[src/shared/acf_pkg.sv]
// constants, field layouts and carrier types for the converter setup control
package acf_pkg;

  localparam int unsigned ACF_NUM_CHAN  = 16;
  localparam int unsigned ACF_NUM_SETUP = 8;

  // register word addresses
  localparam logic [7:0] ACF_ADDR_CTRL   = 8'h00;
  localparam logic [7:0] ACF_ADDR_MISC   = 8'h01;
  localparam logic [7:0] ACF_ADDR_BIAS   = 8'h02;
  localparam logic [7:0] ACF_ADDR_STATUS = 8'h03;
  localparam logic [7:0] ACF_ADDR_CHAN   = 8'h10;
  localparam logic [7:0] ACF_ADDR_CFG    = 8'h20;
  localparam logic [7:0] ACF_ADDR_FILT   = 8'h28;

  // control register bits
  localparam int unsigned ACF_CTRL_REF_EN  = 0;
  localparam int unsigned ACF_CTRL_REF_LVL = 1;
  localparam int unsigned ACF_CTRL_MCLK_LO = 2;
  localparam int unsigned ACF_CTRL_INT_PIN = 4;
  localparam int unsigned ACF_CTRL_RUN     = 5;
  localparam logic [5:0]  ACF_CTRL_RST     = 6'h00;

  // misc register bits
  localparam int unsigned ACF_MISC_HOLDER  = 0;
  localparam int unsigned ACF_MISC_KEEP_ON = 1;
  localparam int unsigned ACF_MISC_EXC_OFF = 2;
  localparam logic [2:0]  ACF_MISC_RST     = 3'h0;

  // timing
  localparam int unsigned ACF_SYS_HZ       = 100_000_000;
  localparam int unsigned ACF_MCLK_HZ      = 76_800;
  localparam int unsigned ACF_OSC_HALF_CYC = ACF_SYS_HZ / (2 * ACF_MCLK_HZ);
  localparam int unsigned ACF_AVG          = 8;
  localparam logic [19:0] ACF_TICKS_PER_FS = 20'd32;
  localparam logic [19:0] ACF_SINC4_AVG    = 20'(32 * (4 + ACF_AVG - 1));
  localparam logic [19:0] ACF_SINC3_AVG    = 20'(32 * (3 + ACF_AVG - 1));
  // fixed post-filter periods in main clock ticks, for output rates of 16.21, 19.355, 24, 26.087 Hz
  localparam logic [19:0] ACF_POST_P0      = 20'd4738;
  localparam logic [19:0] ACF_POST_P1      = 20'd3968;
  localparam logic [19:0] ACF_POST_P2      = 20'd3200;
  localparam logic [19:0] ACF_POST_P3      = 20'd2944;
  localparam logic [19:0] ACF_SETTLE_BASE  = 20'd16;

  // divider limits
  localparam logic [10:0] ACF_FS_MAX_SINC4 = 11'h00a;
  localparam logic [10:0] ACF_FS_MAX_SINC3 = 11'h7ff;
  localparam logic [10:0] ACF_FS_REC_AVG3  = 11'h0cc;
  localparam logic [10:0] ACF_FS_NOTCH     = 11'd48;
  localparam logic [10:0] ACF_FS_RST       = 11'h030;

  typedef enum logic [2:0] {
    ACF_F_SINC4     = 3'h0,
    ACF_F_SINC4_AVG = 3'h1,
    ACF_F_SINC3     = 3'h2,
    ACF_F_SINC3_REJ = 3'h3,
    ACF_F_SINC3_AVG = 3'h4,
    ACF_F_SINC3_PF  = 3'h5
  } acf_filter_t;

  typedef enum logic [1:0] {
    ACF_CK_INT     = 2'h0,
    ACF_CK_INT_OUT = 2'h1,
    ACF_CK_EXT     = 2'h2,
    ACF_CK_EXT_DIV = 2'h3
  } acf_clk_sel_t;

  typedef struct packed {
    logic [4:0] excitation_b_pin_route;
    logic [4:0] excitation_a_pin_route;
    logic [4:0] negative_input_select;
    logic [4:0] positive_input_select;
    logic [2:0] setup;
    logic       enable;
  } acf_chan_t;

  typedef struct packed {
    logic [2:0] excitation_b_magnitude;
    logic [2:0] excitation_a_magnitude;
    logic [1:0] refbuf_en;
    logic [1:0] ref_sel;
  } acf_cfg_t;

  typedef struct packed {
    logic [1:0]  post_sel;
    logic [1:0]  front_end_settle_field;
    acf_filter_t ftype;
    logic [10:0] rate_divider;
  } acf_filt_t;

  typedef struct packed {
    logic [15:0] bias_mask;
    logic [4:0]  positive_input_select;
    logic [4:0]  negative_input_select;
    logic [2:0]  excitation_a_magnitude;
    logic [4:0]  excitation_a_pin_route;
    logic [2:0]  excitation_b_magnitude;
    logic [4:0]  excitation_b_pin_route;
    logic [1:0]  ref_sel;
    logic [1:0]  refbuf_en;
  } acf_fe_t;

  typedef struct packed {
    logic core_on;
    logic level_1v25;
    logic holder_on;
  } acf_ref_t;

  localparam acf_chan_t ACF_CHAN0_RST = '{
    excitation_b_pin_route: 5'h00, excitation_a_pin_route: 5'h00,
    negative_input_select: 5'h01, positive_input_select: 5'h00,
    setup: 3'h0, enable: 1'b1};
  localparam acf_filt_t ACF_FILT_RST = '{
    post_sel: 2'h0, front_end_settle_field: 2'h0,
    ftype: ACF_F_SINC3, rate_divider: ACF_FS_RST};

endpackage : acf_pkg

[src/hw/acf_ctrl.sv]
// converter setup, main clock, reference and front-end sequencing control
//
// Chosen here: the register offsets and the strobed register port.
`timescale 1ns/1ps
`default_nettype none
module acf_ctrl
  import acf_pkg::*;
(
  input  wire logic        mclk,
  input  wire logic        arst_n,
  input  wire logic [7:0]  reg_addr,
  input  wire logic [31:0] reg_wdata,
  input  wire logic        reg_we,
  input  wire logic        reg_re,
  output logic      [31:0] reg_rdata,
  input  wire logic        standby,
  input  wire logic        clk_pin_i,
  output logic             clk_pin_o,
  output logic             clk_pin_oe,
  output logic             mclk_tick,
  output logic             mod_tick,
  output logic             conv_done,
  output logic             data_ready,
  output acf_fe_t          fe,
  output acf_ref_t         ref_ctl
);

  typedef enum logic [2:0] {
    ACF_ST_IDLE   = 3'b001,
    ACF_ST_SETTLE = 3'b010,
    ACF_ST_CONV   = 3'b100
  } acf_state_t;

  function automatic logic [19:0] conv_period(input acf_filt_t f);
    logic [19:0] fs;
    fs = (f.rate_divider == 11'h000) ? 20'd1 : {9'd0, f.rate_divider};
    case (f.ftype)
      ACF_F_SINC4_AVG: conv_period = fs * ACF_SINC4_AVG;
      ACF_F_SINC3_AVG: conv_period = fs * ACF_SINC3_AVG;
      ACF_F_SINC3_PF:
      begin
        case (f.post_sel)
          2'h0:    conv_period = ACF_POST_P0;
          2'h1:    conv_period = ACF_POST_P1;
          2'h2:    conv_period = ACF_POST_P2;
          default: conv_period = ACF_POST_P3;
        endcase
      end
      default:         conv_period = fs * ACF_TICKS_PER_FS;
    endcase
  endfunction : conv_period

  function automatic logic [3:0] next_chan(input logic [3:0]  cur,
                                           input logic [15:0] en);
    logic [3:0] idx;
    logic [3:0] pick;
    logic       found;
    pick  = cur;
    found = 1'b0;
    for (int i = 1; i <= 16; i++)
    begin
      idx = cur + 4'(i);
      if (!found && en[idx])
      begin
        pick  = idx;
        found = 1'b1;
      end
    end
    next_chan = pick;
  endfunction : next_chan

  // register file
  logic [5:0]  ctrl_r;
  logic [2:0]  misc_r;
  logic [15:0] bias_r;
  acf_chan_t   chan_r [ACF_NUM_CHAN];
  acf_cfg_t    cfg_r  [ACF_NUM_SETUP];
  acf_filt_t   filt_r [ACF_NUM_SETUP];
  logic [31:0] rdata_r;
  logic [31:0] rd_nxt;

  logic wr_chan;
  logic wr_cfg;
  logic wr_filt;
  logic rd_status;

  assign wr_chan   = reg_we && (reg_addr[7:4] == ACF_ADDR_CHAN[7:4]);
  assign wr_cfg    = reg_we && (reg_addr[7:3] == ACF_ADDR_CFG[7:3]);
  assign wr_filt   = reg_we && (reg_addr[7:3] == ACF_ADDR_FILT[7:3]);
  assign rd_status = reg_re && (reg_addr == ACF_ADDR_STATUS);

  always_ff @(posedge mclk or negedge arst_n)
  begin
    if (!arst_n)
    begin
      ctrl_r <= ACF_CTRL_RST;
      misc_r <= ACF_MISC_RST;
      bias_r <= 16'h0000;
    end
    else if (reg_we)
    begin
      if (reg_addr == ACF_ADDR_CTRL)
        ctrl_r <= reg_wdata[5:0];
      if (reg_addr == ACF_ADDR_MISC)
        misc_r <= reg_wdata[2:0];
      if (reg_addr == ACF_ADDR_BIAS)
        bias_r <= reg_wdata[15:0];
    end
  end

  always_ff @(posedge mclk or negedge arst_n)
  begin
    if (!arst_n)
    begin
      for (int i = 0; i < ACF_NUM_CHAN; i++)
        chan_r[i] <= (i == 0) ? ACF_CHAN0_RST : '0;
      for (int i = 0; i < ACF_NUM_SETUP; i++)
      begin
        cfg_r[i]  <= '0;
        filt_r[i] <= (i == 0) ? ACF_FILT_RST : '0;
      end
    end
    else
    begin
      if (wr_chan)
        chan_r[reg_addr[3:0]] <= reg_wdata[23:0];
      if (wr_cfg)
        cfg_r[reg_addr[2:0]] <= reg_wdata[9:0];
      if (wr_filt)
        filt_r[reg_addr[2:0]] <= reg_wdata[17:0];
    end
  end

  // main clock source
  logic        int_pin_sel;
  logic [1:0]  clk_sel;
  logic        use_ext;
  logic [9:0]  osc_cnt_r;
  logic        osc_lvl_r;
  logic        osc_half;
  logic        sync1_r;
  logic        sync2_r;
  logic        sync3_r;
  logic        ext_lvl_r;
  logic        ext_rise;
  logic        ext_div_r;
  logic        ext_tick;
  logic        int_tick;
  logic        mod_ph_r;

  assign int_pin_sel = ctrl_r[ACF_CTRL_INT_PIN];
  assign clk_sel     = ctrl_r[ACF_CTRL_MCLK_LO +: 2];
  // the pin cannot carry a clock in while it carries the interrupt out
  assign use_ext     = clk_sel[1] && !int_pin_sel;
  assign osc_half    = (osc_cnt_r == 10'(ACF_OSC_HALF_CYC - 1));
  assign int_tick    = osc_half && !osc_lvl_r;
  assign ext_rise    = (sync2_r == sync3_r) && sync3_r && !ext_lvl_r;

  always_ff @(posedge mclk or negedge arst_n)
  begin
    if (!arst_n)
    begin
      osc_cnt_r <= 10'h000;
      osc_lvl_r <= 1'b0;
    end
    else if (osc_half)
    begin
      osc_cnt_r <= 10'h000;
      osc_lvl_r <= !osc_lvl_r;
    end
    else
      osc_cnt_r <= osc_cnt_r + 10'h001;
  end

  always_ff @(posedge mclk or negedge arst_n)
  begin
    if (!arst_n)
    begin
      sync1_r   <= 1'b0;
      sync2_r   <= 1'b0;
      sync3_r   <= 1'b0;
      ext_lvl_r <= 1'b0;
      ext_div_r <= 1'b0;
    end
    else
    begin
      sync1_r <= clk_pin_i;
      sync2_r <= sync1_r;
      sync3_r <= sync2_r;
      if (sync2_r == sync3_r)
        ext_lvl_r <= sync3_r;
      if (ext_rise)
        ext_div_r <= !ext_div_r;
    end
  end

  always_comb
  begin
    case (clk_sel)
      ACF_CK_EXT:     ext_tick = ext_rise;
      ACF_CK_EXT_DIV: ext_tick = ext_rise && ext_div_r;
      default:        ext_tick = 1'b0;
    endcase
  end

  assign mclk_tick = use_ext ? ext_tick : int_tick;

  always_ff @(posedge mclk or negedge arst_n)
  begin
    if (!arst_n)
      mod_ph_r <= 1'b0;
    else if (mclk_tick)
      mod_ph_r <= !mod_ph_r;
  end

  assign mod_tick = mclk_tick && mod_ph_r;

  // conversion sequencer
  acf_state_t  st_r;
  logic [3:0]  cur_r;
  logic [19:0] cnt_r;
  logic [19:0] period_r;
  acf_chan_t   act_chan_r;
  acf_cfg_t    act_cfg_r;
  acf_filt_t   act_filt_r;
  logic        done_r;
  logic [15:0] conv_cnt_r;
  logic        run;
  logic [15:0] en_vec;
  logic [3:0]  nxt_idx;
  acf_chan_t   nxt_chan;
  acf_filt_t   nxt_filt;
  logic        conv_end;

  always_comb
  begin
    for (int i = 0; i < ACF_NUM_CHAN; i++)
      en_vec[i] = chan_r[i].enable;
  end

  assign run      = ctrl_r[ACF_CTRL_RUN] && !standby && (en_vec != 16'h0000);
  assign nxt_idx  = next_chan((st_r == ACF_ST_IDLE) ? 4'hf : cur_r, en_vec);
  assign nxt_chan = chan_r[nxt_idx];
  assign nxt_filt = filt_r[nxt_chan.setup];
  assign conv_end = (st_r == ACF_ST_CONV) && mclk_tick && (cnt_r == 20'd1);

  always_ff @(posedge mclk or negedge arst_n)
  begin
    if (!arst_n)
    begin
      st_r       <= ACF_ST_IDLE;
      cur_r      <= 4'h0;
      cnt_r      <= 20'd0;
      period_r   <= 20'd0;
      act_chan_r <= '0;
      act_cfg_r  <= '0;
      act_filt_r <= ACF_FILT_RST;
      done_r     <= 1'b0;
      conv_cnt_r <= 16'h0000;
    end
    else
    begin
      done_r <= 1'b0;
      if (!run)
        st_r <= ACF_ST_IDLE;
      else
      begin
        case (st_r)
          ACF_ST_IDLE:
          begin
            // mux and setup are latched only at a conversion boundary
            cur_r      <= nxt_idx;
            act_chan_r <= nxt_chan;
            act_cfg_r  <= cfg_r[nxt_chan.setup];
            act_filt_r <= nxt_filt;
            period_r   <= conv_period(nxt_filt);
            cnt_r      <= ACF_SETTLE_BASE << nxt_filt.front_end_settle_field;
            st_r       <= ACF_ST_SETTLE;
          end
          ACF_ST_SETTLE:
          begin
            if (mclk_tick)
            begin
              if (cnt_r <= 20'd1)
              begin
                cnt_r <= period_r;
                st_r  <= ACF_ST_CONV;
              end
              else
                cnt_r <= cnt_r - 20'd1;
            end
          end
          ACF_ST_CONV:
          begin
            if (conv_end)
            begin
              done_r     <= 1'b1;
              conv_cnt_r <= conv_cnt_r + 16'h0001;
              cur_r      <= nxt_idx;
              act_chan_r <= nxt_chan;
              act_cfg_r  <= cfg_r[nxt_chan.setup];
              act_filt_r <= nxt_filt;
              period_r   <= conv_period(nxt_filt);
              if (nxt_idx != cur_r)
              begin
                cnt_r <= ACF_SETTLE_BASE << nxt_filt.front_end_settle_field;
                st_r  <= ACF_ST_SETTLE;
              end
              else
                cnt_r <= conv_period(nxt_filt);
            end
            else if (mclk_tick)
              cnt_r <= cnt_r - 20'd1;
          end
          default: st_r <= ACF_ST_IDLE;
        endcase
      end
    end
  end

  assign conv_done = done_r;

  // data ready: a new result wins over a status read in the same cycle
  logic dr_r;
  always_ff @(posedge mclk or negedge arst_n)
  begin
    if (!arst_n)
      dr_r <= 1'b0;
    else if (done_r)
      dr_r <= 1'b1;
    else if (rd_status)
      dr_r <= 1'b0;
  end
  assign data_ready = dr_r;

  // analog front-end and reference controls
  logic exc_kill;
  assign exc_kill = standby && misc_r[ACF_MISC_EXC_OFF];

  always_ff @(posedge mclk or negedge arst_n)
  begin
    if (!arst_n)
    begin
      fe      <= '0;
      ref_ctl <= '0;
    end
    else
    begin
      fe.bias_mask              <= bias_r;
      fe.positive_input_select  <= act_chan_r.positive_input_select;
      fe.negative_input_select  <= act_chan_r.negative_input_select;
      fe.excitation_a_pin_route <= act_chan_r.excitation_a_pin_route;
      fe.excitation_b_pin_route <= act_chan_r.excitation_b_pin_route;
      fe.excitation_a_magnitude <= exc_kill ? 3'h0 :
                                   act_cfg_r.excitation_a_magnitude;
      fe.excitation_b_magnitude <= exc_kill ? 3'h0 :
                                   act_cfg_r.excitation_b_magnitude;
      fe.ref_sel                <= act_cfg_r.ref_sel;
      fe.refbuf_en              <= act_cfg_r.refbuf_en;
      ref_ctl.core_on    <= ctrl_r[ACF_CTRL_REF_EN] &&
                            (!standby || misc_r[ACF_MISC_KEEP_ON]);
      ref_ctl.level_1v25 <= ctrl_r[ACF_CTRL_REF_EN] &&
                            ctrl_r[ACF_CTRL_REF_LVL];
      ref_ctl.holder_on  <= ctrl_r[ACF_CTRL_REF_EN] && standby &&
                            misc_r[ACF_MISC_HOLDER];
    end
  end

  // clock pin
  always_ff @(posedge mclk or negedge arst_n)
  begin
    if (!arst_n)
    begin
      clk_pin_o  <= 1'b0;
      clk_pin_oe <= 1'b0;
    end
    else if (int_pin_sel)
    begin
      clk_pin_o  <= dr_r;
      clk_pin_oe <= 1'b1;
    end
    else
    begin
      clk_pin_o  <= osc_lvl_r;
      clk_pin_oe <= (clk_sel == ACF_CK_INT_OUT);
    end
  end

  // register read, data valid only in the cycle after the strobe
  always_comb
  begin
    rd_nxt = 32'h0000_0000;
    if (reg_addr == ACF_ADDR_CTRL)
      rd_nxt = {26'h0, ctrl_r};
    else if (reg_addr == ACF_ADDR_MISC)
      rd_nxt = {29'h0, misc_r};
    else if (reg_addr == ACF_ADDR_BIAS)
      rd_nxt = {16'h0, bias_r};
    else if (reg_addr == ACF_ADDR_STATUS)
      rd_nxt = {conv_cnt_r, 4'h0, cur_r, 4'h0, st_r, dr_r};
    else if (reg_addr[7:4] == ACF_ADDR_CHAN[7:4])
      rd_nxt = {8'h0, chan_r[reg_addr[3:0]]};
    else if (reg_addr[7:3] == ACF_ADDR_CFG[7:3])
      rd_nxt = {22'h0, cfg_r[reg_addr[2:0]]};
    else if (reg_addr[7:3] == ACF_ADDR_FILT[7:3])
      rd_nxt = {14'h0, filt_r[reg_addr[2:0]]};
  end

  always_ff @(posedge mclk or negedge arst_n)
  begin
    if (!arst_n)
      rdata_r <= 32'h0000_0000;
    else
      rdata_r <= reg_re ? rd_nxt : 32'h0000_0000;
  end
  assign reg_rdata = rdata_r;

  // checks
  // main ticks since the last modulator tick, saturating
  logic [1:0] mod_gap_r;
  always_ff @(posedge mclk or negedge arst_n)
  begin
    if (!arst_n)
      mod_gap_r <= 2'h0;
    else if (mod_tick)
      mod_gap_r <= 2'h0;
    else if (mclk_tick && mod_gap_r != 2'h3)
      mod_gap_r <= mod_gap_r + 2'h1;
  end
endmodule : acf_ctrl
`default_nettype wire

[config.mk]
export PLATFORM = sky130hd
export DESIGN_NAME = acf_ctrl
export DESIGN_NICKNAME = d
export VERILOG_FILES = /design/src/shared/acf_pkg.sv /design/src/hw/acf_ctrl.sv
export SDC_FILE = /design/constraint.sdc
export NUM_CORES = 2
export LEC_CHECK = 0
export ABC_CLOCK_PERIOD_IN_PS = 10460
export CAP_MARGIN = 20
export CORE_AREA = 10 10 333 335
export CTS_CLUSTER_DIAMETER = 200
export DETAILED_ROUTE_END_ITERATION = 12
export DIE_AREA = 0 0 343 345
export DONT_BUFFER_PORTS = 1
export HOLD_SLACK_MARGIN = 0.03
export SKIP_CTS_REPAIR_TIMING = 1
export SKIP_LAST_GASP = 1
export SLEW_MARGIN = 15
export SYNTH_ARGS = -nofsm -noshare
export SYNTH_HDL_FRONTEND = slang
export SYNTH_SLANG_ARGS = --single-unit
[constraint.sdc]
create_clock -name mclk -period 10.46 [get_ports mclk]
set_input_delay 1.046 -clock mclk [delete_from_list [all_inputs] [get_ports mclk]]
set_output_delay 1.046 -clock mclk [all_outputs]
set_load 0.02 [all_outputs]
== Yosys cells after proc, flatten, opt, wreduce, memory -nomap -nowiden ==
Index checks and enable logic that the tools add are counted.
Cells by class
  equality and inequality tests: 28
  $mul: 2
  add/subtract/negate cells: 18
  reductions and logical operators: 72
  bitwise operators: 4
  mux-type cells: 134
  shifts and indexed selects: 1
  order comparisons: 23
Operator list (number)
  384-bit bitwise mux: 1
  24-bit binary-select mux with 4-bit select: 2
  24-bit 2-to-1 mux: 7
  32-bit 2-to-1 mux: 5
  144-bit bitwise mux: 1
  18-bit 2-to-1 mux: 7
  20-bit 2-to-1 mux: 6
  20-bit one-hot mux with 3 select lines: 2
  18-bit binary-select mux with 3-bit select: 2
  24-bit demux with 4-bit select: 1
  80-bit bitwise mux: 1
  4-bit by 5-bit < comparator with 1-bit output, second input constant: 16
  4-bit 2-to-1 mux: 18
  10-bit 2-to-1 mux: 7
  1-bit binary-select mux with 4-bit select: 16
  10-bit binary-select mux with 3-bit select: 2
  18-bit demux with 3-bit select: 1
  24-bit one-hot mux with 2 select lines: 1
  20-bit one-hot mux with 2 select lines: 1
  1-bit 2-to-1 mux: 39
  13-bit one-hot mux with 3 select lines: 1
  1-bit logical AND: 36
  4-bit adder, second input constant: 8
  10-bit demux with 3-bit select: 1
  49 further kinds: 100
Storage, ports and cells
  register bits after elaboration: 828
  input port bits: 46

== Depth between registers and ports, before layout ==
  depth in word-level cells: 66
  mapped depth: 53
  gate-level depth less buffers: 44

== Worst setup path before layout ==
Ideal clock, no wire load.
  path kind: register -> register
  start point: register st_r[0]
  end point: register cnt_r[18]
  cell stages (with the launch flop): 50
  setup time: 119 ps
  slack: 534 ps
  buffers on the path: 7
  data arrival time: 9808 ps
  cell sequence: dfstp_2 > nor3b_2 > clkbuf_1 > nor2_1 > inv_1 > ha_1 > nor4bb_1 > a211o_1 > buf_2 > mux2_2 > mux4_2 > and3b_1 > nand4_2 > o311a_1 > mux2i_1 > and2_1 > buf_6 > buf_6 > [... 14 more ...] > inv_1 > ha_1 > a21oi_1 > o21bai_1 > a21oi_1 > nor2b_1 > o21a_1 > o21ai_0 > nand2_1 > a21oi_1 > inv_1 > a21oi_1 > nor2_1 > nor2_1 > xnor2_1 > a22oi_1 > o211ai_1 > o21a_1
On the way
  cells in the longest elaborated chain, start to end: 66
  elaborated cells between the ends (all ways): 139
Ends and longest elaborated chain
  start, declared: line acf_ctrl.sv:219  | acf_state_t st_r;
  start signal, assigned: line acf_ctrl.sv:251  | st_r <= ACF_ST_IDLE;
  start signal, assigned: line acf_ctrl.sv:265  | st_r <= ACF_ST_IDLE;
  start signal, assigned: line acf_ctrl.sv:278  | st_r <= ACF_ST_SETTLE;
  3-bit by 1-bit equality test with 1-bit output: line acf_ctrl.sv:242, acf_ctrl.sv:268
  4-bit 2-to-1 mux: line acf_ctrl.sv:242  | assign nxt_idx = next_chan((st_r == ACF_ST_IDLE) ? 4'hf : cur_r, en_vec);
  4-bit by 1-bit adder with 4-bit output: line acf_ctrl.sv:62  | idx = cur + 4'(i);
  1-bit binary-select mux with 4-bit select: line acf_ctrl.sv:63  | if (!found && en[idx])
  1-bit 2-to-1 mux (implied by the code): line acf_ctrl.sv:63
  1-bit 2-to-1 mux: line acf_ctrl.sv:63
  1-bit logical NOT: line acf_ctrl.sv:63
  1-bit logical AND: line acf_ctrl.sv:63
  [... 49 more ...]
  18-bit 2-to-1 mux (implied by the code) (2 in series): line acf_ctrl.sv:244  | assign nxt_filt = filt_r[nxt_chan.setup];
  11-bit logical NOT: line acf_ctrl.sv:36  | fs = (f.rate_divider == 11'h000) ? 20'd1 : {9'd0, f.rate_divider};
  11-bit 2-to-1 mux: line acf_ctrl.sv:36
  11-bit by 3-bit multiplier with 14-bit output / 11-bit by 4-bit multiplier with 15-bit output (equally long branches): line acf_ctrl.sv:39, acf_ctrl.sv:38
  20-bit one-hot mux with 3 select lines: line acf_ctrl.sv:37  | case (f.ftype)
  20-bit 2-to-1 mux: line acf_ctrl.sv:304  | if (nxt_idx != cur_r)
  20-bit 2-to-1 mux: line acf_ctrl.sv:295  | if (conv_end)
  20-bit one-hot mux with 3 select lines: line acf_ctrl.sv:268  | case (st_r)
  end signal, assigned: line acf_ctrl.sv:277  | cnt_r <= ACF_SETTLE_BASE << nxt_filt.front_end_settle_field;
  end signal, assigned: line acf_ctrl.sv:306  | cnt_r <= ACF_SETTLE_BASE << nxt_filt.front_end_settle_field;
  end signal, assigned: line acf_ctrl.sv:310  | cnt_r <= conv_period(nxt_filt);
  end, declared: line acf_ctrl.sv:221  | logic [19:0] cnt_r;
Parallel ways exist; a longest one is shown, timed or not. The select of a mux whose other input is x is not followed.
A chain may end at the register's enable or synchronous reset.

== Worst setup path after layout ==
  start point: register st_r[0]
  end point: register cnt_r[19]
Same word-level chain as after synthesis.

==> results.yml <==
cells_and_area:
  layout_common_cells: "dfrtp_1, mux2_2, nand2_1"
  drive_above_1_share: 0.334
  final_common_cell: "dfrtp_1"
  syn2layout_area_growth_pct: 11.4
  final_nets: 3985
  nFillCells: 9253
  instances_no_fill: 5355
  design_area_mm2: 0.0518
sta:
  tightest_slew_ns: 2.73
  slew_headroom: -0.822
  setup_tns_ns: 0
  fin_worst_skew_ns: 0.0366
  finalSetupViolCount: 0
  finalMaxSlewViolations: 473
  fmax_mhz: 99.3
  layout_setup_ws_ns: 0.388
  hold_viol: 0
  period_share: 0.963
  fin_crit_ns: 10.07
worst_setup_path:
  criticalPathCategory: "register to register"
  path_max_fanout: 38
  critPathMostFrequentCell: "buf_4"
  start_kind: "register"
  critPathMaxStageDelay_ns: 0.57
  ff2ff_path_depth: 47
  required_ns: 11.05
  rrSetupSlack_ns: 0.39
  endpoint_kind: "register"
  crit_arrival_ns: 10.66
  r2r-start: "st_r[0]$_DFFE_PN1P_"
  timing.rr.end: "cnt_r[19]$_DFFE_PN0P_"
  slowest_stage: "mux4_2"
place:
  gp_congestion: 0.918
  post-place-ws_ns: 0.139
  numPortBuffers: 0
  dp_cells: 5136
  post_dp_cell_area_mm2: 0.0480
  hpwl_um: 87000
route:
  drtPass1Iterations: 8
  drt-total-wl_um: 144000
  drc_errors: 0
  routed-via-count: 33200
  first_iter_violations: 3526
  vias_per_cell: 6.20
  wl_per_cell_um: 26.8
  ant_nets: 0
status:
  violations: "slew limit"
  status: "finished, violations left"
synthesis:
  ys_seq_area_frac: 0.444
  ys.warnings.count: 0
  syn-mean-instance-area_um2: 11.8
  synth_top_area_share: 0.440
  synth_seq_cells: 824
  synthesis.area_mm2: 0.0465
  async_reset_ff_frac: 1.00
  synth_fp_nets: 4037
  synth_top_area_cell: "dfrtp_1"
  ys_types: 113
  netlist_instances: 3941
  synth_edf_count: 0
  synth_area_leaders: "dfrtp_1, mux2_2, mux4_2"
  synthFlopType: "dfrtp_1"
clock_tree:
  numCtsBuffers: 92
  clkLatencyLatePin_ns: 0.70
  clock-sinks: 824
  clock_path_buffers: 3
  cts_tree: "built"
  clk_pin_slew_ns: 0.06
  cts_root_buf: "clkbuf_16"
  htreeDepth: 3
grt:
  grt_pass1_vias: 32200
  globalRouteMet2Util: 0.357
  grt_antenna_before_repair: 4
  grt_pass1_wl_um: 214000
  grt_use_met1: 0.328
  busiest_layer: "met2"
  use_met3: 0.0567
  gr-total-overflow: 0
  grt_usage: 0.234
  grt_max_degree: 825
pwr:
  powerDensity_mw_per_mm2: 255
  ir_drop_mv: 0.216
  power_w: 0.0132
  p_leak_nw: 24.0
floorplan:
  dieWidth_um: 343
  fp.dieH_um: 345
  start_util: 0.445
  std_cell_rows: 119
  dieArea_mm2: 0.118
  ios: 133
  coreArea_mm2: 0.104
min_path:
  hold_class: "input port to asynchronous set/reset pin"
job:
  drv_cap: 0
==> logic make-up (layout without fill, tap and decap cells) <==
family / count (synthesis) / in the layout / share of synthesized area
other: 0 / 3 / 0
adder cells (fa/ha/maj): 50 / 50 / 0.0151
AND/OR/NAND/NOR: 877 / 879 / 0.0907
flip-flops: 824 / 824 / 0.444
XOR/XNOR: 65 / 65 / 0.0122
AO/OA/AOI/OAI: 646 / 647 / 0.0949
multiplexers: 1103 / 1103 / 0.310
buffers and inverters: 376 / 393 / 0.0333
==> flip-flops by register name, indices dropped and copies added, names as in the netlist, 3 cells and up <==
name	count
chan_r	384
filt_r	144
cfg_r	80
fe	46
reg_rdata	32
act_chan_r	20
cnt_r	20
bias_r	16
conv_cnt_r	16
period_r	16
act_cfg_r	10
osc_cnt_r	10
ctrl_r	6
cur_r	4
misc_r	3
ref_ctl	3
st_r	3
==> layer usage <==
metal  vias to the layer above  part of all wire
li1                      14500                 -
met1                     17200              0.44
met2                      1202              0.45
met3                       269             0.075
met4                         0             0.032
met5                         -                 0
==> synthesized netlist by cell type (35+ instances only) <==
| library cell | number |
|---|---|
| o21ai_0 | 200 |
| buf_1 | 57 |
| nor2_1 | 144 |
| a21oi_1 | 72 |
| dfrtp_1 | 818 |
| a211oi_1 | 40 |
| clkbuf_1 | 209 |
| o211ai_1 | 43 |
| mux2_2 | 706 |
| mux2i_1 | 197 |
| inv_1 | 72 |
| a22oi_1 | 35 |
| ha_1 | 40 |
| nand2_1 | 383 |
| a31oi_1 | 37 |
| xnor2_1 | 51 |
| mux4_2 | 196 |
| nand3_1 | 100 |
| and2_1 | 54 |
==> stage by stage <==
step | util | hold WS, ns
after floorplan | - | 0.331
after global placement | 0.459 | 0.352
after detailed placement | 0.460 | 0.355
after CTS | 0.490 | 0.153
after global routing | 0.496 | 0.138
final | 0.496 | 0.166
==> report_power, final <==
| group | switching [W] | total [W] | internal, W |
|---|---|---|---|
| Clock | 0.00142 | 0.00347 | 0.00205 |
| Sequential | 0.000228 | 0.00365 | 0.00342 |
| Combinational | 0.00372 | 0.00608 | 0.00237 |
| Total | 0.00536 | 0.0132 | 0.00784 |
==> worst max-delay path, delay by kind of cell, from the launching register on <==
kind,cells,cell delay (ns)
mux,4,1.71
buf+inv,10,1.70
fa+ha+maj,3,1.02
flops,1,0.54
simple gates,13,2.05
compound gates,17,2.94
==> how the worst max path moves through the flow <==
stage	end	slack, ns	start
2_1_floorplan	cnt_r[18]$_DFFE_PN0P_	0.53	st_r[0]$_DFFE_PN1P_
3_3_place_gp	cnt_r[18]$_DFFE_PN0P_	0.27	st_r[0]$_DFFE_PN1P_
3_5_place_dp	cnt_r[19]$_DFFE_PN0P_	0.14	st_r[0]$_DFFE_PN1P_
4_1_cts	cnt_r[18]$_DFFE_PN0P_	0.15	st_r[0]$_DFFE_PN1P_
5_1_grt	cnt_r[19]$_DFFE_PN0P_	-0.1	st_r[0]$_DFFE_PN1P_
6_report	cnt_r[19]$_DFFE_PN0P_	0.39	st_r[0]$_DFFE_PN1P_
==> layout make-up <==
type	instances	area, um^2	area share
Tap cell	1391	1740	0.0336
Clock buffer	117	2500	0.0482
Sequential cell	824	20600	0.398
Inverter	72	270	0.00522
Antenna cell	3	7.51	0.000145
Multi-Input combinational cell	2744	24600	0.476
Timing Repair Buffer	155	1280	0.0247
Clock inverter	49	724	0.0140
Power figures use the tool's default switching activity.
